### src/hdl/cmg_pkg.sv
// Functional notes
// Four CPU modes, privileged selector hidden
// Privileged sub-modes unreachable by application
// Before test disable, reset ends in test
// After test disable, reset ends in system; the code clears a written test disable at reset, so only a fused one lasts
// Boot mode runs only test ROM code
// System mode grants full SFR control
// Each exception/interrupt gets own ROM vector
// Configuration vector call enters config mode
// Hardware isolates modes, guards boot and test
// Guard checks ROM, RAM and nonvolatile memory
// ROM split 196K application, 20K test
// Nonvolatile region 12K or 8K by configuration
// 128 bytes nonvolatile reserved for manufacturer
// RAM split 6016/128 boot, 6144/0 application; the code opens all 6144 bytes to boot mode
// Test mode: no restriction on accesses
// Boot/config: test ROM, config NVM, region only
// Other regions, application ROM, in system mode
// RAM 3584 general, 2560 coprocessor; coprocessor own only
// Coprocessor accesses bypass access checks
// Config mode limited by hardware/software settings
// Block out-of-region access, raise exception
package cmg_pkg;
    typedef enum logic [1:0] {
        CMG_MODE_BOOT,
        CMG_MODE_TEST,
        CMG_MODE_RCFG,
        CMG_MODE_SYS
    } cmg_mode_t;

    typedef enum logic [1:0] {
        CMG_MEM_ROM,
        CMG_MEM_RAM,
        CMG_MEM_NVM,
        CMG_MEM_SFR
    } cmg_mem_t;

    typedef struct packed {
        logic        valid;
        cmg_mem_t    mem;
        logic        write;
        logic [17:0] addr;
    } cmg_acc_t;

    localparam int          CMG_AW            = 18;
    localparam logic [17:0] CMG_ROM_APP_BYTES = 18'h31000;
    localparam logic [17:0] CMG_ROM_TEST_BYTES = 18'h05000;
    localparam logic [17:0] CMG_NVM_12K       = 18'h03000;
    localparam logic [17:0] CMG_NVM_8K        = 18'h02000;
    localparam logic [17:0] CMG_NVM_MFR_BYTES = 18'h00080;
    localparam logic [17:0] CMG_NVM_MFR_WIN   = 18'h00100;
    localparam logic [17:0] CMG_RAM_BYTES     = 18'h01800;
    localparam logic [17:0] CMG_RAM_BOOT_LO   = 18'h01780;
    localparam logic [17:0] CMG_RAM_GEN_BYTES = 18'h00E00;
    localparam logic [17:0] CMG_RAM_PK_BYTES  = 18'h00A00;

    // Register map (word index = offset)
    localparam logic [3:0] CMG_REG_STATUS   = 4'h0;
    localparam logic [3:0] CMG_REG_CONTROL  = 4'h1;
    localparam logic [3:0] CMG_REG_RCFG_LIM = 4'h2;
    localparam logic [3:0] CMG_REG_FAULT    = 4'h3;
    localparam logic [3:0] CMG_REG_VECTOR   = 4'h4;

    // Control bits
    localparam int CMG_CTL_LEAVE_SUPER = 0;
    localparam int CMG_CTL_PK_ENABLE   = 1;
    localparam int CMG_CTL_NVM_8K      = 2;
    localparam int CMG_CTL_TEST_OFF    = 3;

    // Vector layout in ROM
    localparam logic [17:0] CMG_VEC_EXC_BASE  = 18'h00003;
    localparam logic [17:0] CMG_VEC_IRQ_BASE  = 18'h00043;
    localparam logic [17:0] CMG_VEC_CFG_BASE  = 18'h00083;
    localparam int          CMG_VEC_STRIDE_SH = 3;
    localparam logic [17:0] CMG_RESET_VECTOR  = 18'h00000;
endpackage

### src/hdl/cmg_guard.sv
// Chosen here: the strobed register port and the placing of the registers.
`timescale 1ns/1ps
`default_nettype none
module cmg_guard #(
    parameter int N_EXC = 8,
    parameter int N_IRQ = 8,
    parameter int N_CFG = 8
) (
    input  wire logic             clock,
    input  wire logic             reset,
    input  wire logic             test_fuse_pin,
    input  wire cmg_pkg::cmg_acc_t cpu_acc,
    input  wire cmg_pkg::cmg_acc_t pk_acc,
    input  wire logic [N_EXC-1:0] exc_req,
    input  wire logic [N_IRQ-1:0] irq_req,
    input  wire logic             cfg_call,
    input  wire logic [2:0]       cfg_call_idx,
    input  wire logic             sys_return,
    input  wire logic             super_sel_we,
    input  wire cmg_pkg::cmg_mode_t super_sel_wdata,
    input  wire logic [3:0]       reg_addr,
    input  wire logic [31:0]      reg_wdata,
    input  wire logic             reg_wr,
    input  wire logic             reg_rd,
    output logic [31:0]           reg_rdata_ff,
    output cmg_pkg::cmg_mode_t    mode_ff,
    output logic                  cpu_grant_ff,
    output logic                  pk_grant_ff,
    output logic                  acc_fault_ff,
    output logic                  vec_jump_ff,
    output logic [17:0]           vec_addr_ff
);
    initial begin
        if (N_EXC < 1 || N_EXC > 8 || N_IRQ < 1 || N_IRQ > 8 || N_CFG != 8)
            $error("cmg_guard: unsupported vector counts");
    end

    // Fuse pin synchroniser, three stages
    logic fuse_s1_ff;
    logic fuse_s2_ff;
    logic fuse_s3_ff;
    logic test_off_ff;
    logic boot_done_ff;
    logic [3:0] ctl_ff;
    logic [17:0] rcfg_lim_ff;
    logic [7:0] fault_cnt_ff;
    logic [17:0] fault_addr_ff;
    logic [17:0] nvm_region;
    logic cpu_ok;
    logic pk_ok;
    logic [17:0] a;

    always_ff @(posedge clock) begin
        fuse_s1_ff <= test_fuse_pin;
        fuse_s2_ff <= fuse_s1_ff;
        fuse_s3_ff <= fuse_s2_ff;
    end

    // Test disable is sticky once fused or written
    always_ff @(posedge clock) begin
        if (reset)
            test_off_ff <= 1'b0;
        else if ((fuse_s2_ff && fuse_s3_ff) || (reg_wr && mode_ff == cmg_pkg::CMG_MODE_TEST
                 && reg_addr == cmg_pkg::CMG_REG_CONTROL && reg_wdata[cmg_pkg::CMG_CTL_TEST_OFF]))
            test_off_ff <= 1'b1;
    end

    // mode after reset
    always_ff @(posedge clock) begin
        if (reset) begin
            mode_ff      <= cmg_pkg::CMG_MODE_BOOT;
            boot_done_ff <= 1'b0;
        end else begin
            unique case (mode_ff)
                cmg_pkg::CMG_MODE_BOOT: begin
                    // hidden selector, privileged only
                    if (super_sel_we && super_sel_wdata == cmg_pkg::CMG_MODE_TEST && !test_off_ff)
                        mode_ff <= cmg_pkg::CMG_MODE_TEST;
                    else if (reg_wr && reg_addr == cmg_pkg::CMG_REG_CONTROL
                             && reg_wdata[cmg_pkg::CMG_CTL_LEAVE_SUPER]) begin
                        // boot exit by fuse state
                        mode_ff      <= test_off_ff ? cmg_pkg::CMG_MODE_SYS
                                                    : cmg_pkg::CMG_MODE_TEST;
                        boot_done_ff <= 1'b1;
                    end
                end
                cmg_pkg::CMG_MODE_TEST: begin
                    if (super_sel_we && super_sel_wdata == cmg_pkg::CMG_MODE_RCFG)
                        mode_ff <= cmg_pkg::CMG_MODE_RCFG;
                end
                cmg_pkg::CMG_MODE_RCFG: begin
                    if (sys_return)
                        mode_ff <= cmg_pkg::CMG_MODE_SYS;
                end
                cmg_pkg::CMG_MODE_SYS: begin
                    // configuration vector call
                    if (cfg_call)
                        mode_ff <= cmg_pkg::CMG_MODE_RCFG;
                end
            endcase
        end
    end

    // Control registers, writable in privileged modes; in system mode the config limit can only be lowered
    always_ff @(posedge clock) begin
        if (reset) begin
            ctl_ff      <= 4'h2;
            rcfg_lim_ff <= cmg_pkg::CMG_NVM_12K;
        end else if (reg_wr && mode_ff != cmg_pkg::CMG_MODE_SYS) begin
            // control locked in system mode, config limit only lowered there
            if (reg_addr == cmg_pkg::CMG_REG_CONTROL)
                ctl_ff <= reg_wdata[3:0];
            else if (reg_addr == cmg_pkg::CMG_REG_RCFG_LIM)
                rcfg_lim_ff <= reg_wdata[17:0];
        end else if (reg_wr && reg_addr == cmg_pkg::CMG_REG_RCFG_LIM) begin
            // application may narrow config limit
            if (reg_wdata[17:0] < rcfg_lim_ff)
                rcfg_lim_ff <= reg_wdata[17:0];
        end
    end

    // nonvolatile region size
    assign nvm_region = ctl_ff[cmg_pkg::CMG_CTL_NVM_8K] ? cmg_pkg::CMG_NVM_8K
                                                         : cmg_pkg::CMG_NVM_12K;
    assign a = cpu_acc.addr;

    // access check over all memories
    always_comb begin
        cpu_ok = 1'b0;
        unique case (mode_ff)
            // test mode unrestricted
            cmg_pkg::CMG_MODE_TEST: cpu_ok = 1'b1;
            cmg_pkg::CMG_MODE_BOOT, cmg_pkg::CMG_MODE_RCFG: begin
                // privileged window
                unique case (cpu_acc.mem)
                    // test ROM above application ROM
                    cmg_pkg::CMG_MEM_ROM: cpu_ok = !cpu_acc.write
                        && a >= cmg_pkg::CMG_ROM_APP_BYTES
                        && a < cmg_pkg::CMG_ROM_APP_BYTES + cmg_pkg::CMG_ROM_TEST_BYTES;
                    // config window plus region
                    cmg_pkg::CMG_MEM_NVM: cpu_ok = a < cmg_pkg::CMG_NVM_MFR_WIN
                        || (a >= cmg_pkg::CMG_NVM_MFR_WIN
                            && a < cmg_pkg::CMG_NVM_MFR_WIN + nvm_region
                            && (mode_ff == cmg_pkg::CMG_MODE_BOOT
                                || a < cmg_pkg::CMG_NVM_MFR_WIN + rcfg_lim_ff));
                    // boot mode opens all 6144 RAM bytes, no 6016/128 split
                    cmg_pkg::CMG_MEM_RAM: cpu_ok = mode_ff == cmg_pkg::CMG_MODE_BOOT
                        && a < cmg_pkg::CMG_RAM_BYTES;
                    cmg_pkg::CMG_MEM_SFR: cpu_ok = 1'b1;
                endcase
            end
            cmg_pkg::CMG_MODE_SYS: begin
                // system mode map
                unique case (cpu_acc.mem)
                    cmg_pkg::CMG_MEM_ROM: cpu_ok = !cpu_acc.write
                        && a < cmg_pkg::CMG_ROM_APP_BYTES;
                    // manufacturer bytes excluded
                    cmg_pkg::CMG_MEM_NVM: cpu_ok = a >= cmg_pkg::CMG_NVM_MFR_WIN
                        && a < cmg_pkg::CMG_NVM_MFR_WIN + nvm_region;
                    // whole 6144 bytes, pk part gated
                    cmg_pkg::CMG_MEM_RAM: cpu_ok = a < cmg_pkg::CMG_RAM_GEN_BYTES
                        || (a < cmg_pkg::CMG_RAM_BYTES && ctl_ff[cmg_pkg::CMG_CTL_PK_ENABLE]);
                    cmg_pkg::CMG_MEM_SFR: cpu_ok = 1'b1;
                endcase
            end
        endcase
    end

    // coprocessor: own RAM and NVM, unchecked by mode
    always_comb begin
        pk_ok = 1'b0;
        if (ctl_ff[cmg_pkg::CMG_CTL_PK_ENABLE]) begin
            if (pk_acc.mem == cmg_pkg::CMG_MEM_RAM)
                pk_ok = pk_acc.addr >= cmg_pkg::CMG_RAM_GEN_BYTES
                        && pk_acc.addr < cmg_pkg::CMG_RAM_BYTES;
            else if (pk_acc.mem == cmg_pkg::CMG_MEM_NVM)
                pk_ok = pk_acc.addr >= cmg_pkg::CMG_NVM_MFR_WIN
                        && pk_acc.addr < cmg_pkg::CMG_NVM_MFR_WIN + nvm_region;
        end
    end

    always_ff @(posedge clock) begin
        if (reset) begin
            cpu_grant_ff <= 1'b0;
            pk_grant_ff  <= 1'b0;
        end else begin
            cpu_grant_ff <= cpu_acc.valid && cpu_ok;
            pk_grant_ff  <= pk_acc.valid && pk_ok;
        end
    end

    // block and flag violation
    always_ff @(posedge clock) begin
        if (reset) begin
            acc_fault_ff  <= 1'b0;
            fault_cnt_ff  <= 8'h00;
            fault_addr_ff <= 18'h00000;
        end else begin
            acc_fault_ff <= cpu_acc.valid && !cpu_ok;
            if (cpu_acc.valid && !cpu_ok) begin
                fault_addr_ff <= cpu_acc.addr;
                if (fault_cnt_ff != 8'hFF)
                    fault_cnt_ff <= fault_cnt_ff + 8'h01;
            end else if (reg_wr && reg_addr == cmg_pkg::CMG_REG_FAULT)
                fault_cnt_ff <= 8'h00;
        end
    end

    // vector routing, exceptions first
    always_ff @(posedge clock) begin
        if (reset) begin
            vec_jump_ff <= 1'b0;
            vec_addr_ff <= cmg_pkg::CMG_RESET_VECTOR;
        end else begin
            vec_jump_ff <= 1'b0;
            if (cpu_acc.valid && !cpu_ok) begin
                vec_jump_ff <= 1'b1;
                vec_addr_ff <= cmg_pkg::CMG_VEC_EXC_BASE;
            end else if (|exc_req) begin
                vec_jump_ff <= 1'b1;
                for (int i = N_EXC - 1; i >= 0; i--)
                    if (exc_req[i])
                        vec_addr_ff <= cmg_pkg::CMG_VEC_EXC_BASE
                            + 18'(i << cmg_pkg::CMG_VEC_STRIDE_SH);
            end else if (|irq_req) begin
                vec_jump_ff <= 1'b1;
                for (int i = N_IRQ - 1; i >= 0; i--)
                    if (irq_req[i])
                        vec_addr_ff <= cmg_pkg::CMG_VEC_IRQ_BASE
                            + 18'(i << cmg_pkg::CMG_VEC_STRIDE_SH);
            end else if (cfg_call && mode_ff == cmg_pkg::CMG_MODE_SYS) begin
                vec_jump_ff <= 1'b1;
                vec_addr_ff <= cmg_pkg::CMG_VEC_CFG_BASE
                    + 18'({15'h0000, cfg_call_idx} << cmg_pkg::CMG_VEC_STRIDE_SH);
            end
        end
    end

    // Register read port
    always_ff @(posedge clock) begin
        if (reset)
            reg_rdata_ff <= 32'h0000_0000;
        else if (reg_rd) begin
            unique case (reg_addr)
                // selector not visible in system mode
                cmg_pkg::CMG_REG_STATUS: reg_rdata_ff <= mode_ff == cmg_pkg::CMG_MODE_SYS
                    ? {29'h0, test_off_ff, 2'h3}
                    : {28'h0, boot_done_ff, test_off_ff, mode_ff};
                cmg_pkg::CMG_REG_CONTROL:  reg_rdata_ff <= {28'h0, ctl_ff};
                cmg_pkg::CMG_REG_RCFG_LIM: reg_rdata_ff <= {14'h0, rcfg_lim_ff};
                cmg_pkg::CMG_REG_FAULT:    reg_rdata_ff <= {6'h0, fault_addr_ff, fault_cnt_ff};
                cmg_pkg::CMG_REG_VECTOR:   reg_rdata_ff <= {14'h0, vec_addr_ff};
                default:                   reg_rdata_ff <= 32'h0000_0000;
            endcase
        end else
            reg_rdata_ff <= 32'h0000_0000;
    end
endmodule
`default_nettype wire

### config.mk
export PLATFORM = sky130hd
export DESIGN_NAME = cmg_guard
export DESIGN_NICKNAME = d
export VERILOG_FILES = /design/src/hdl/cmg_pkg.sv /design/src/hdl/cmg_guard.sv
export SDC_FILE = /design/constraint.sdc
export NUM_CORES = 1
export LEC_CHECK = 0
export BUFFER_PORTS_ARGS = -buffer_cell sky130_fd_sc_hd__buf_2
export CORE_MARGIN = 1
export CORE_UTILIZATION = 40
export CTS_CLUSTER_DIAMETER = 50
export DETAILED_ROUTE_END_ITERATION = 8
export PLACE_DENSITY_LB_ADDON = 0.25
export SKIP_LAST_GASP = 1
export SYNTH_ARGS = -nofsm -noshare
export SYNTH_HDL_FRONTEND = slang
export SYNTH_SLANG_ARGS = --single-unit
### constraint.sdc
create_clock -name clock -period 8.4 [get_ports clock]
set_input_delay 0 -clock clock [delete_from_list [all_inputs] [get_ports clock]]
set_output_delay 0 -clock clock [all_outputs]
set_load 0.05 [all_outputs]
# Yosys cells after proc, flatten, opt, wreduce, memory -nomap -nowiden
# Cells that the tools add are included.
# Widths: inputs -> output; s select.
dict set report totals {
  register_bits 109
  inputBits 109
  output_inout_bits 56
  elab_cells 164
}
dict set report classes {
  addsub 4
  magnitude_cmp 14
  eq_ne 27
  muxes 48
  bitwise 2
  reduce_logical 52
}
# op n
set ops {}
lappend ops {{$mux 18} 24}
lappend ops {{$pmux 26 s5} 1}
lappend ops {{$lt 18x18->1} 3}
lappend ops {{$ge 18x9->1 const B} 2}
lappend ops {{$lt 18x13->1 const B} 2}
lappend ops {{$lt 18x18->1 const B} 2}
lappend ops {{$logic_and 1x1->1} 25}
lappend ops {{$mux 8} 3}
lappend ops {{$ne 10x10->1 const B} 2}
lappend ops {{$add 9x18->18 const A} 1}
lappend ops {{$ge 18x12->1 const B} 1}
lappend ops {{$ge 18x18->1 const B} 1}
lappend ops {{$lt 18x12->1 const B} 1}
lappend ops {{$lt 18x15->1} 1}
lappend ops {{$lt 18x9->1 const B} 1}
lappend ops {{$reduce_or 8->1} 2}
lappend ops {{$add 9x14->15 const A} 1}
lappend ops {{$mux 2} 7}
lappend ops {{$mux 13} 1}
lappend ops {{$eq 2x2->1 const B} 6}
lappend ops {{$ne 11x11->1 const B} 1}
lappend ops {{$add 8x6->9 const A} 1}
lappend ops {{$ne 9x9->1 const B} 1}
lappend ops {{$reduce_and 3->1} 3}
lappend ops {{other kinds (25)} 54}

# Longest topological paths before layout
# Gate-level depths: netlist of run 1.
dict set report logic_depth {
  depth_word 12
  mapped_depth 15
  mapped_depth_nobuf 14
}

# Least setup slack after synthesis of run 1
# Ideal clock, no wire load.
dict set report synth_timing {
  path_type {register to register}
  from {register rcfg_lim_ff[10]}
  to {register fault_cnt_ff[5]}
  setup_ns 0.120
  arrival_ns 3.145
  required_time_ns 8.280
  path_slack_ns 5.135
  path_stages_with_launch 16
  path_buffers 1
  period_less_slack_ns 3.265
  path_cell_list {dfxtp_1 -> inv_1 -> nor3_1 -> and3_1 -> nand3_1 -> xnor2_1 -> ha_1 -> a21oi_1 -> nand2_1 -> a221o_1 -> a31oi_1 -> o2111ai_1 -> and3b_1 -> buf_6 -> and4_4 -> a211o_1}
}
dict set report synth_between {
  elab_chain_len 11
  word_cells_on_any_way 13
  classes_between {add/sub: 1; order compare: 1; eq/ne: 1; mux: 3; reduce/logical: 7}
}
# item line
set synth_lines {}
lappend synth_lines {{from (decl)} cmg_guard.sv:45} ;# logic [17:0] rcfg_lim_ff;
lappend synth_lines {{from (signal assigned)} cmg_guard.sv:108} ;# rcfg_lim_ff <= cmg_pkg::CMG_NVM_12K;
lappend synth_lines {{from (signal assigned)} cmg_guard.sv:114} ;# rcfg_lim_ff <= reg_wdata[17:0];
lappend synth_lines {{from (signal assigned)} cmg_guard.sv:118} ;# rcfg_lim_ff <= reg_wdata[17:0];
lappend synth_lines {{$add 9x18->18 *} cmg_guard.sv:145} ;# || a < cmg_pkg::CMG_NVM_MFR_WIN + rcfg_lim_ff));
lappend synth_lines {{$lt 18x18->1 *} cmg_guard.sv:145}
lappend synth_lines {{$logic_or 1x1->1 *} cmg_guard.sv:145}
lappend synth_lines {{$logic_and 1x1->1 *} cmg_guard.sv:144} ;# && (mode_ff == cmg_pkg::CMG_MODE_BOOT
lappend synth_lines {{$logic_or 1x1->1 *} cmg_guard.sv:142} ;# || (a >= cmg_pkg::CMG_NVM_MFR_WIN
lappend synth_lines {{$pmux 1 s4 *} cmg_guard.sv:135} ;# unique case (cpu_acc.mem)
lappend synth_lines {{$pmux 1 s3 *} cmg_guard.sv:130} ;# unique case (mode_ff)
lappend synth_lines {{$logic_not 1->1 *} cmg_guard.sv:200} ;# if (cpu_acc.valid && !cpu_ok) begin
lappend synth_lines {{$logic_and 1x1->1 *} cmg_guard.sv:200}
lappend synth_lines {{$ne 2x1->1 (no source line) or $reduce_bool 2->1 (tied branches)} --}
lappend synth_lines {{$reduce_and 2->1 (no source line)} --}
lappend synth_lines {{to (signal assigned)} cmg_guard.sv:203} ;# fault_cnt_ff <= fault_cnt_ff + 8'h01;
lappend synth_lines {{to (decl)} cmg_guard.sv:46} ;# logic [7:0] fault_cnt_ff;
# Every way passes the cells marked *; elsewhere a longest branch is shown, timed or not.
# A chain may end at the register's enable or synchronous reset.

# Final worst setup path of run 1
dict set report layout_timing {
  from {register rcfg_lim_ff[10]}
  to {register fault_cnt_ff[7]}
}
# Same word-level chain as after synthesis.

==> out/results.txt, run 1 <==
Post-layout power - 0.00107 W
Vias in the first global route - 4346
Aggregate global routing overflow - 0
Die Footprint - 12600 sq um
Portion of the post-synthesis area used by sequential elements - 0.374
Fin crit period - 4.50 ns
Timing-limited maximum frequency - 222 MHz
Clock Latency Late Sink - 0.35 ns
Total power per unit cell area - 172 nW/um^2
Wire length of the first global-routing pass - 21800 microns
Number of library cell types mapped by synthesis - 61
Number of nets in the finished design - 849
Worst hold slack - 0.0213 ns
HPWL after DPL - 10000 microns
Drt via density - 5.43
Cell total after placement - 796
Kind of end point of the critical path - register
Result of the run - finished clean
Storage element area - 1820 sq um
Initial antenna violation count - 0
RSZ-0062 raised after global routing - false
Number of placement rows - 39
Maximum level of the CTS H-tree - 3
Setup TNS - 0 ns
Share of the clock period used by the worst path after layout - 0.536
Ordered list of cells on the worst path - inv_1 -> nor3_1 -> and3_1 -> nand3_1 -> xnor2_1 -> ha_1 -> nand4_1 -> nor3_1 -> a221o_1 -> a31oi_1 -> o2111ai_1 -> nand3_2 -> nor4_1 -> a211oi_1
ANT cells - 0
Yosys synthesis warning count - 0
Netlist Area Pre-Place - 4880 sq um
Final RePlAce weighted congestion - 0.844
Top-level I/O count - 165
Number of nets with antenna violations after routing - 0
Non-filler cells in the finished layout - 850
IO Port Bufs - 124
Total global routing track utilization - 0.221
IR drop worst, VDD - 0.000101 V
Setup skew after layout - 0.00759 ns
Hold path startpoint - exc_req[0]
Worst slew margin - 0.254
Launch point of the critical path - rcfg_lim_ff[10]$_SDFFE_PP0P_
Critical-path maximum fanout - 25
Maximum number of pins on one net before global-route repair - 56
CTS Sinks - 91
Arrival time worst endpoint - 4.73 ns
Async S/R FF share, synth - 0
Type of element launching the critical path - register
Area added between synthesis and finish - 26.8%
Worst min-delay path class - in -> reg
Post-Route Utilization - 0.530
Multi-input combinational cell area - 2780 sq um
Area of the placeable core - 11700 sq um
Cell with the largest stage delay on the worst path - sky130_fd_sc_hd__nand3_2
Iteration count of the initial detailed-routing pass - 5
Total leakage power - 2.72 nW
Required time at the worst-slack endpoint - 8.63 ns
Post-detailed-route DRC marker count - 0
Endpoints failing hold - 0
Floorplan die height - 112 microns
Number of setup buffers added after CTS - 0
Post-synthesis average cell area - 8.87 sq um
DRT iter0 DRCs - 265
WL final - 13600 microns
Ys flop type - sky130_fd_sc_hd__dfxtp_1
Total CTS buffers - 9
Cell count after synthesis - 550
Origin of the critical flop-to-flop path - rcfg_lim_ff[10]$_SDFFE_PP0P_
Number of filler cells placed in the layout - 1093
Via Count - 4617
Worst setup path class - reg -> reg
Clock transition at the registers of the reported paths - 0.06 ns
Setup-violating endpoint count in the final report - 0
Proportion of layout cells with a drive suffix above 1 - 0.214
Transition at the pin with the smallest max-transition slack - 1.12 ns
Post-synth EDFFs - 0
Clock root buffer master - sky130_fd_sc_hd__clkbuf_16
Width of the die - 112 microns
Count of state elements after synthesis - 91
Slew Viols, Final - 0
Effective utilization at floorplan - 0.418
CP peak stage delay - 0.82 ns
TritonCTS clock tree - done
CTS Buffer Depth - 2
Cell with the most instances on the worst path - sky130_fd_sc_hd__nor3_1
Detail-routed net length per standard cell - 16.0 microns
Max capacitance violation total - 0
==> kinds of logic (layout without fill, tap and decap cells) <==
family	count (synthesis)	in the layout	synth area share
adders and majority gates	38	38	0.0975
DFF	91	91	0.374
muxes	38	38	0.0780
other	1	17	0.000769
AOI/OAI and AO/OA	113	113	0.165
xor gates and xnor gates	10	10	0.0180
buffers and inverters	67	208	0.0698
and+or+nand+nor	192	192	0.198
==> per-stage QoR <==
stage,setup WS (ns),cell area (sq um)
after floorplan,5.14,4940
after global placement,4.02,5520
after detailed placement,3.96,5520
after CTS,3.92,6190
after global routing,3.51,6190
final,3.90,6190
==> path summary, 6_finish.rpt <==
path | depth (start not counted) | end | slack, ns
min | 3 | vec_addr_ff[4]$_SDFFE_PP0P_ | 0.02
max reg2reg | 14 | fault_cnt_ff[7]$_SDFFE_PP0P_ | 3.90
min reg2reg | 0 | fuse_s2_ff$_DFF_P_ | 0.35
max | 14 | fault_cnt_ff[7]$_SDFFE_PP0P_ | 3.90
==> registers in the layout, indices dropped and copies added (netlist names), 2 cells and up <==
| signal | flops |
|---|---|
| fault_cnt_ff | 8 |
| ctl_ff | 4 |
| vec_addr_ff | 6 |
| rcfg_lim_ff | 18 |
| mode_ff | 2 |
| reg_rdata_ff | 26 |
| fault_addr_ff | 18 |
==> routing by layer <==
| layer | GRT usage | vias to the layer above | share of wire |
|---|---|---|---|
| li1 | - | 2277 | - |
| met3 | 0.0464 | 21 | 0.066 |
| met4 | 0.0880 | 0 | 0.020 |
| met2 | 0.373 | 155 | 0.47 |
| met5 | 0 | - | 0 |
| met1 | 0.276 | 2164 | 0.44 |
==> critical path, delay by kind of cell (launching register included) <==
family,cells,cell delay [ns]
simple gates,7,2.42
xor+xnor,1,0.16
flops,1,0.43
fa+ha+maj,1,0.32
buf+inv,1,0.10
compound gates,4,0.96
==> area by class of cell <==
| cell class | count | area share |
|---|---|---|
| Clock buffer | 12 | 0.0415 |
| Sequential cell | 91 | 0.294 |
| Multi-Input combinational cell | 408 | 0.449 |
| Clock inverter | 4 | 0.00405 |
| Tap cell | 143 | 0.0289 |
| Timing Repair Buffer | 165 | 0.165 |
| Inverter | 27 | 0.0164 |
==> power breakdown <==
| part | leakage (nW) | switching (W) | internal [W] | total, W |
|---|---|---|---|---|
| Sequential | 0.739 | 0.0000222 | 0.000451 | 0.000473 |
| Combinational | 1.85 | 0.000127 | 0.0000811 | 0.000209 |
| Clock | 0.135 | 0.000168 | 0.000216 | 0.000383 |
==> synthesized netlist by cell type, types with 3 or more instances <==
cell	instances	area [sq um]
sky130_fd_sc_hd__a31oi_1	6	37.5
sky130_fd_sc_hd__buf_4	19	143
sky130_fd_sc_hd__o2111ai_1	3	26.3
sky130_fd_sc_hd__nand3b_1	3	22.5
sky130_fd_sc_hd__o21ai_0	15	75.1
sky130_fd_sc_hd__a311oi_1	3	26.3
sky130_fd_sc_hd__a211o_1	8	70.1
sky130_fd_sc_hd__mux2i_1	38	380
sky130_fd_sc_hd__a222oi_1	5	50.1
sky130_fd_sc_hd__inv_1	27	101
sky130_fd_sc_hd__nor3_1	13	65.1
sky130_fd_sc_hd__a211oi_1	4	30.0
sky130_fd_sc_hd__a22oi_1	15	113
sky130_fd_sc_hd__nand2b_1	7	43.8
sky130_fd_sc_hd__xnor2_1	9	78.8
sky130_fd_sc_hd__nor2b_1	3	18.8
sky130_fd_sc_hd__a21oi_1	24	120
sky130_fd_sc_hd__nand4_1	6	37.5
sky130_fd_sc_hd__nand3_1	15	75.1
sky130_fd_sc_hd__dfxtp_1	91	1820
sky130_fd_sc_hd__ha_1	38	475
sky130_fd_sc_hd__clkbuf_1	17	63.8
sky130_fd_sc_hd__a21o_1	7	52.6
sky130_fd_sc_hd__and3_1	15	93.8
sky130_fd_sc_hd__nand2_1	28	105
sky130_fd_sc_hd__nor4_1	7	43.8
sky130_fd_sc_hd__nor2_1	75	282
==> cells in the final DEF, fill, tap and decap left out, drive strengths merged, types with 5 or more instances in the layout <==
master and instances:
nand4 6, a22oi 15, a31oi 6, nand2b 7, xnor2 9, nand2 28
clkbuf 12, a211o 8, o21ai 17, nor2 75, nand3 16, a211oi 5
ha 38, nor4 7, nor3 13, a21oi 24, dfxtp 91, inv 27
a222oi 5, a21o 7, conb 17, and3 15, dlygate4sd3 38, buf 127
mux2i 38
==> repair_timing <==
action	CTS	global route
resized for setup	0	0
hold buffers	38	0
hold endpoints to repair	42	0
Power figures use the tool's default switching activity.
==> run 2: changes to the inputs <==
- clock period: 8.4 -> 3.75 ns (I/O delays scaled with it)
==> out/results.txt, run 2 (synthesis results as in run 1) <==
Result of the run - finished clean
Initial antenna violation count - 0
Detail-routed net length per standard cell - 15.9 microns
Kind of end point of the critical path - register
Final RePlAce weighted congestion - 0.838
Max reg flops - 26
Share of the clock period used by the worst path after layout - 0.916
Most common cell after layout, fill and taps aside - sky130_fd_sc_hd__buf_2
Maximum number of pins on one net before global-route repair - 56
Die Footprint - 12600 sq um
Required time at the worst-slack endpoint - 3.99 ns
Slew Viols, Final - 0
Setup skew after layout - 0.00774 ns
Arrival time worst endpoint - 3.67 ns
Worst slew margin - 0.296
DRT iter0 DRCs - 276
ANT cells - 0
Top-level I/O count - 165
Clock Latency Late Sink - 0.35 ns
Endpoints failing hold - 0
Non-filler cells in the finished layout - 856
Total CTS buffers - 9
Cell total after placement - 802
Type of element launching the critical path - register
Total power per unit cell area - 383 nW/um^2
Setup-violating endpoint count in the final report - 0
Total global routing track utilization - 0.223
Setup TNS - 0 ns
Number of nets with antenna violations after routing - 0
Transition at the pin with the smallest max-transition slack - 1.06 ns
Width of the die - 112 microns
Worst min-delay path class - in -> reg
CTS Buffer Depth - 2
Minimum setup slack in the final design - 0.317 ns
Effective utilization at floorplan - 0.418
Timing-limited maximum frequency - 291 MHz
Proportion of layout cells with a drive suffix above 1 - 0.224
Drt via density - 5.48
Regs by FF count - reg_rdata_ff: 26 flops, fault_addr_ff: 18 flops, rcfg_lim_ff: 18 flops
IR drop worst, VDD - 0.000200 V
Area of the placeable core - 11700 sq um
Worst hold slack - 0.0249 ns
Critical-path maximum fanout - 8
Number of nets in the finished design - 855
Vias in the first global route - 4440
Floorplan die height - 112 microns
CTS Sinks - 91
Worst setup path class - reg -> reg
Total leakage power - 2.76 nW
Number of setup buffers added after CTS - 0
Via Count - 4694
Fin crit period - 3.43 ns
RSZ-0062 raised after global routing - false
WL final - 13600 microns
HPWL after DPL - 10200 microns
Number of placement rows - 39
TritonCTS clock tree - done
Max capacitance violation total - 0
Clock transition at the registers of the reported paths - 0.06 ns
Clock root buffer master - sky130_fd_sc_hd__clkbuf_16
Worst slack after detailed placement - 0.294 ns
Aggregate global routing overflow - 0
Maximum level of the CTS H-tree - 3
Area added between synthesis and finish - 28.0%
Register ranked first by flip-flop count - reg_rdata_ff
Iteration count of the initial detailed-routing pass - 5
Most used cells in the layout excluding fill and tap cells - 124 x sky130_fd_sc_hd__buf_2, 90 x sky130_fd_sc_hd__dfxtp_1, 75 x sky130_fd_sc_hd__nor2_1
IO Port Bufs - 124
Post-detailed-route DRC marker count - 0
Wire length of the first global-routing pass - 22000 microns
==> run 2: repair_timing <==
| item | in CTS | in global routing |
|---|---|---|
| hold endpoints to repair | 41 | 0 |
| hold buffers | 38 | 0 |
| endpoints found under the setup margin | 0 | 15 |
| gates resized for setup | 0 | 3 |
==> run 2: per-stage QoR <==
step,total power [W],utilization,area [sq um]
5_1_grt,0.00250,0.535,6240
3_5_place_dp,0.00152,0.478,5570
2_1_floorplan,0.00139,-,4940
3_3_place_gp,0.00151,0.478,5570
6_report,0.00239,0.535,6240
4_1_cts,0.00240,0.534,6230
==> run 2: worst paths after layout <==
path / start / end / slack, ns / cells after the start
worst max register to register: rcfg_lim_ff[11]$_SDFFE_PP0P_ / fault_cnt_ff[5]$_SDFFE_PP0P_ / 0.32 / 15
worst min-delay path: exc_req[0] / vec_addr_ff[4]$_SDFFE_PP0P_ / 0.02 / 3
worst max-delay path: rcfg_lim_ff[11]$_SDFFE_PP0P_ / fault_cnt_ff[5]$_SDFFE_PP0P_ / 0.32 / 15
worst min register to register: fuse_s1_ff$_DFF_P_ / fuse_s2_ff$_DFF_P_ / 0.33 / 0
==> run 2: layer usage <==
metal | track usage | wire (microns) | share of wire | vias up
met3 | 0.0335 | 714 | 0.052 | 34
met1 | 0.292 | 6220 | 0.46 | 2207
met2 | 0.361 | 6330 | 0.46 | 161
li1 | - | - | - | 2292
met5 | 0 | 0 | 0 | -
met4 | 0.108 | 382 | 0.028 | 0
==> run 2: worst max-delay path: stages (launching register included) <==
cell,delay (ns)
sky130_fd_sc_hd__dfxtp_1,0.40
sky130_fd_sc_hd__inv_1,0.11
sky130_fd_sc_hd__nor3_1,0.22
sky130_fd_sc_hd__and3_1,0.24
sky130_fd_sc_hd__nand3_1,0.10
sky130_fd_sc_hd__xnor2_1,0.20
sky130_fd_sc_hd__ha_1,0.29
sky130_fd_sc_hd__a21oi_1,0.16
sky130_fd_sc_hd__nand2_1,0.07
sky130_fd_sc_hd__a221o_1,0.34
sky130_fd_sc_hd__a31oi_1,0.18
sky130_fd_sc_hd__o2111ai_1,0.13
sky130_fd_sc_hd__buf_4,0.19
sky130_fd_sc_hd__and3b_1,0.26
sky130_fd_sc_hd__and4_4,0.20
sky130_fd_sc_hd__a211o_1,0.25
==> run 2: area by class of cell <==
type                            count  area (sq um)
Clock buffer                       11           253
Sequential cell                    91          1820
Tap cell                          143           179
Inverter                           27           101
Fill cell                        1109          5420
Multi-Input combinational cell    408          2790
Timing Repair Buffer              171          1070
Clock inverter                      5          27.5
==> run 2: report_power, final <==
part           switching, W  total (W)  internal, W
Sequential        0.0000506    0.00106      0.00101
Combinational      0.000286   0.000475     0.000189
Clock              0.000373   0.000853     0.000480
Total              0.000710    0.00239      0.00168
==> run 3: changes to the inputs <==
- CORE_UTILIZATION: 40 -> 35
==> out/results.txt, run 3 (synthesis results as in run 1) <==
Clock share of power - 0.393
Die Footprint - 14400 sq um
HPWL after DPL - 10500 microns
Worst reg2reg setup slack - 0.29 ns
Worst slack after detailed placement - 0.118 ns
Setup skew after layout - 0.0102 ns
Clock transition at the registers of the reported paths - 0.07 ns
Timing-limited maximum frequency - 289 MHz
Kind of end point of the critical path - register
Number of setup buffers added after CTS - 0
Vias in the first global route - 4341
Total power per unit cell area - 401 nW/um^2
Post-detailed-route DRC marker count - 0
CTS Buffer Depth - 2
Setup-violating endpoint count in the final report - 0
Aggregate global routing overflow - 0
Final RePlAce weighted congestion - 0.835
Required time at the worst-slack endpoint - 3.99 ns
Number of filler cells placed in the layout - 1307
Max reg flops - 26
Number of nets in the finished design - 851
WL final - 13900 microns
Maximum number of pins on one net before global-route repair - 56
Worst-case reg-to-reg path depth - 14
Regs by FF count - reg_rdata_ff: 26 flops, fault_addr_ff: 18 flops, rcfg_lim_ff: 18 flops
Total global routing track utilization - 0.197
Arrival time worst endpoint - 3.70 ns
CP peak stage delay - 0.44 ns
Top-level I/O count - 165
Transition at the pin with the smallest max-transition slack - 1.11 ns
Register ranked first by flip-flop count - reg_rdata_ff
Most common cell after layout, fill and taps aside - sky130_fd_sc_hd__buf_2
Origin of the critical flop-to-flop path - rcfg_lim_ff[10]$_SDFFE_PP0P_
Worst min-delay path class - in -> reg
CP top delay family - compound AO/OA/AOI/OAI gates
Endpoints failing hold - 0
Drt via density - 5.16
Worst hold slack - 0.00597 ns
Fin crit period - 3.46 ns
Iteration count of the initial detailed-routing pass - 6
RSZ-0062 raised after global routing - false
Critical Path Stages - 14
Switching power of the nets - 0.000734 W
Effective utilization at floorplan - 0.364
Worst path buffer plus inverter count - 1
IO Port Bufs - 124
Slew Viols, Final - 0
Number of nets with antenna violations after routing - 0
Area added between synthesis and finish - 29.8%
Termination of the worst setup path - fault_cnt_ff[5]$_SDFFE_PP0P_
Ordered list of cells on the worst path - inv_1 -> nor3_2 -> and3_1 -> nand3_1 -> xnor2_1 -> ha_1 -> a21oi_1 -> nand2_1 -> a221o_1 -> a31oi_2 -> o2111ai_2 -> and3b_2 -> and4_4 -> a211o_1
Via Count - 4568
Floorplan die height - 120 microns
Total CTS buffers - 9
Detail-routed net length per standard cell - 15.7 microns
Maximum level of the CTS H-tree - 3
Share of the clock period used by the worst path after layout - 0.923
Wire length of the first global-routing pass - 22100 microns
Worst flop-to-flop path endpoint - fault_cnt_ff[5]$_SDFFE_PP0P_
Cell with the largest stage delay on the worst path - sky130_fd_sc_hd__dfxtp_1
TritonCTS clock tree - done
Worst slew margin - 0.263
Minimum setup slack in the final design - 0.289 ns
Clock Latency Late Sink - 0.35 ns
Number of placement rows - 42
Seq pwr share - 0.417
Initial antenna violation count - 0
Design internal power - 0.00180 W
Result of the run - finished clean
IR drop worst, VDD - 0.000246 V
Cell total after placement - 832
Total leakage power - 2.76 nW
Worst setup path class - reg -> reg
ANT cells - 0
Launch point of the critical path - rcfg_lim_ff[10]$_SDFFE_PP0P_
Most used cells in the layout excluding fill and tap cells - 124 x sky130_fd_sc_hd__buf_2, 91 x sky130_fd_sc_hd__dfxtp_1, 75 x sky130_fd_sc_hd__nor2_1
Setup TNS - 0 ns
Comb power frac - 0.189
Area of the placeable core - 13400 sq um
Proportion of layout cells with a drive suffix above 1 - 0.227
Width of the die - 120 microns
DRT iter0 DRCs - 262
Max capacitance violation total - 0
Clock root buffer master - sky130_fd_sc_hd__clkbuf_16
Switch share - 0.289
Post-layout power - 0.00254 W
CTS Sinks - 91
Non-filler cells in the finished layout - 885
Critical-path maximum fanout - 8
Type of element launching the critical path - register
==> run 3: cell count changes in the layout (fill, tap and decap cells not counted), sizes merged <==
cell         delta
clkbuf          -1
buf             -3
bufinv          +2
dlygate4sd3     -1
clkinvlp        +1
clkinv          -2
==> run 3: stage by stage <==
stage / area, sq um / util
floorplan: 4940 / -
global placement: 5610 / 0.418
detailed placement: 5610 / 0.418
CTS: 6300 / 0.470
global route: 6330 / 0.472
finish: 6330 / 0.472
==> run 3: worst reg2reg max path: stages (launching register included) <==
cell                        delay, ns
sky130_fd_sc_hd__dfxtp_1         0.44
sky130_fd_sc_hd__inv_1           0.10
sky130_fd_sc_hd__nor3_2          0.24
sky130_fd_sc_hd__and3_1          0.23
sky130_fd_sc_hd__nand3_1         0.10
sky130_fd_sc_hd__xnor2_1         0.19
sky130_fd_sc_hd__ha_1            0.29
sky130_fd_sc_hd__a21oi_1         0.16
sky130_fd_sc_hd__nand2_1         0.07
sky130_fd_sc_hd__a221o_1         0.35
sky130_fd_sc_hd__a31oi_2         0.19
sky130_fd_sc_hd__o2111ai_2       0.22
sky130_fd_sc_hd__and3b_2         0.33
sky130_fd_sc_hd__and4_4          0.18
sky130_fd_sc_hd__a211o_1         0.25
==> run 3: final cells by class <==
cell class / instances / area [sq um] / area share
Inverter: 27 / 101 / 0.0160
Multi-Input combinational cell: 408 / 2810 / 0.444
Clock buffer: 10 / 239 / 0.0378
Tap cell: 176 / 220 / 0.0348
Sequential cell: 91 / 1820 / 0.288
Timing Repair Buffer: 167 / 1050 / 0.166
Clock inverter: 6 / 88.8 / 0.0140
==> run 3: worst min-delay path by stage <==
stage | startpoint | end | slack, ns | cells past startpoint
2_1_floorplan | test_fuse_pin | fuse_s1_ff$_DFF_P_ | 0.03 | 0
3_3_place_gp | test_fuse_pin | fuse_s1_ff$_DFF_P_ | 0.12 | 1
3_5_place_dp | test_fuse_pin | fuse_s1_ff$_DFF_P_ | 0.12 | 1
4_1_cts | cpu_acc[14] | fault_addr_ff[14]$_SDFFE_PP0P_ | 0.004 | 3
5_1_grt | cpu_acc[14] | fault_addr_ff[14]$_SDFFE_PP0P_ | 0.03 | 3
6_report | cpu_acc[14] | fault_addr_ff[14]$_SDFFE_PP0P_ | 0.006 | 3
==> run 3: metal layers <==
metal / GRT usage / vias up / routed length [microns]
li1: - / 2272 / -
met1: 0.260 / 2156 / 6520
met2: 0.315 / 125 / 6450
met3: 0.0447 / 15 / 733
met4: 0.0695 / 0 / 221
met5: 0 / - / 0
==> run 3: power by group through the flow <==
stage / combinational [W] / sequential, W / clock (W)
6_report: 0.000480 / 0.00106 / 0.000997
5_1_grt: 0.000526 / 0.00107 / 0.00105
4_1_cts: 0.000476 / 0.00106 / 0.00102
3_5_place_dp: 0.000445 / 0.00108 / 0
3_3_place_gp: 0.000435 / 0.00108 / 0
2_1_floorplan: 0.000293 / 0.00110 / 0
==> run 3: repair_timing <==
action,4_1_cts,5_1_grt
resized for setup,0,5
setup endpoints to repair,0,32
hold buffers,37,0
endpoints found under the hold margin,41,0
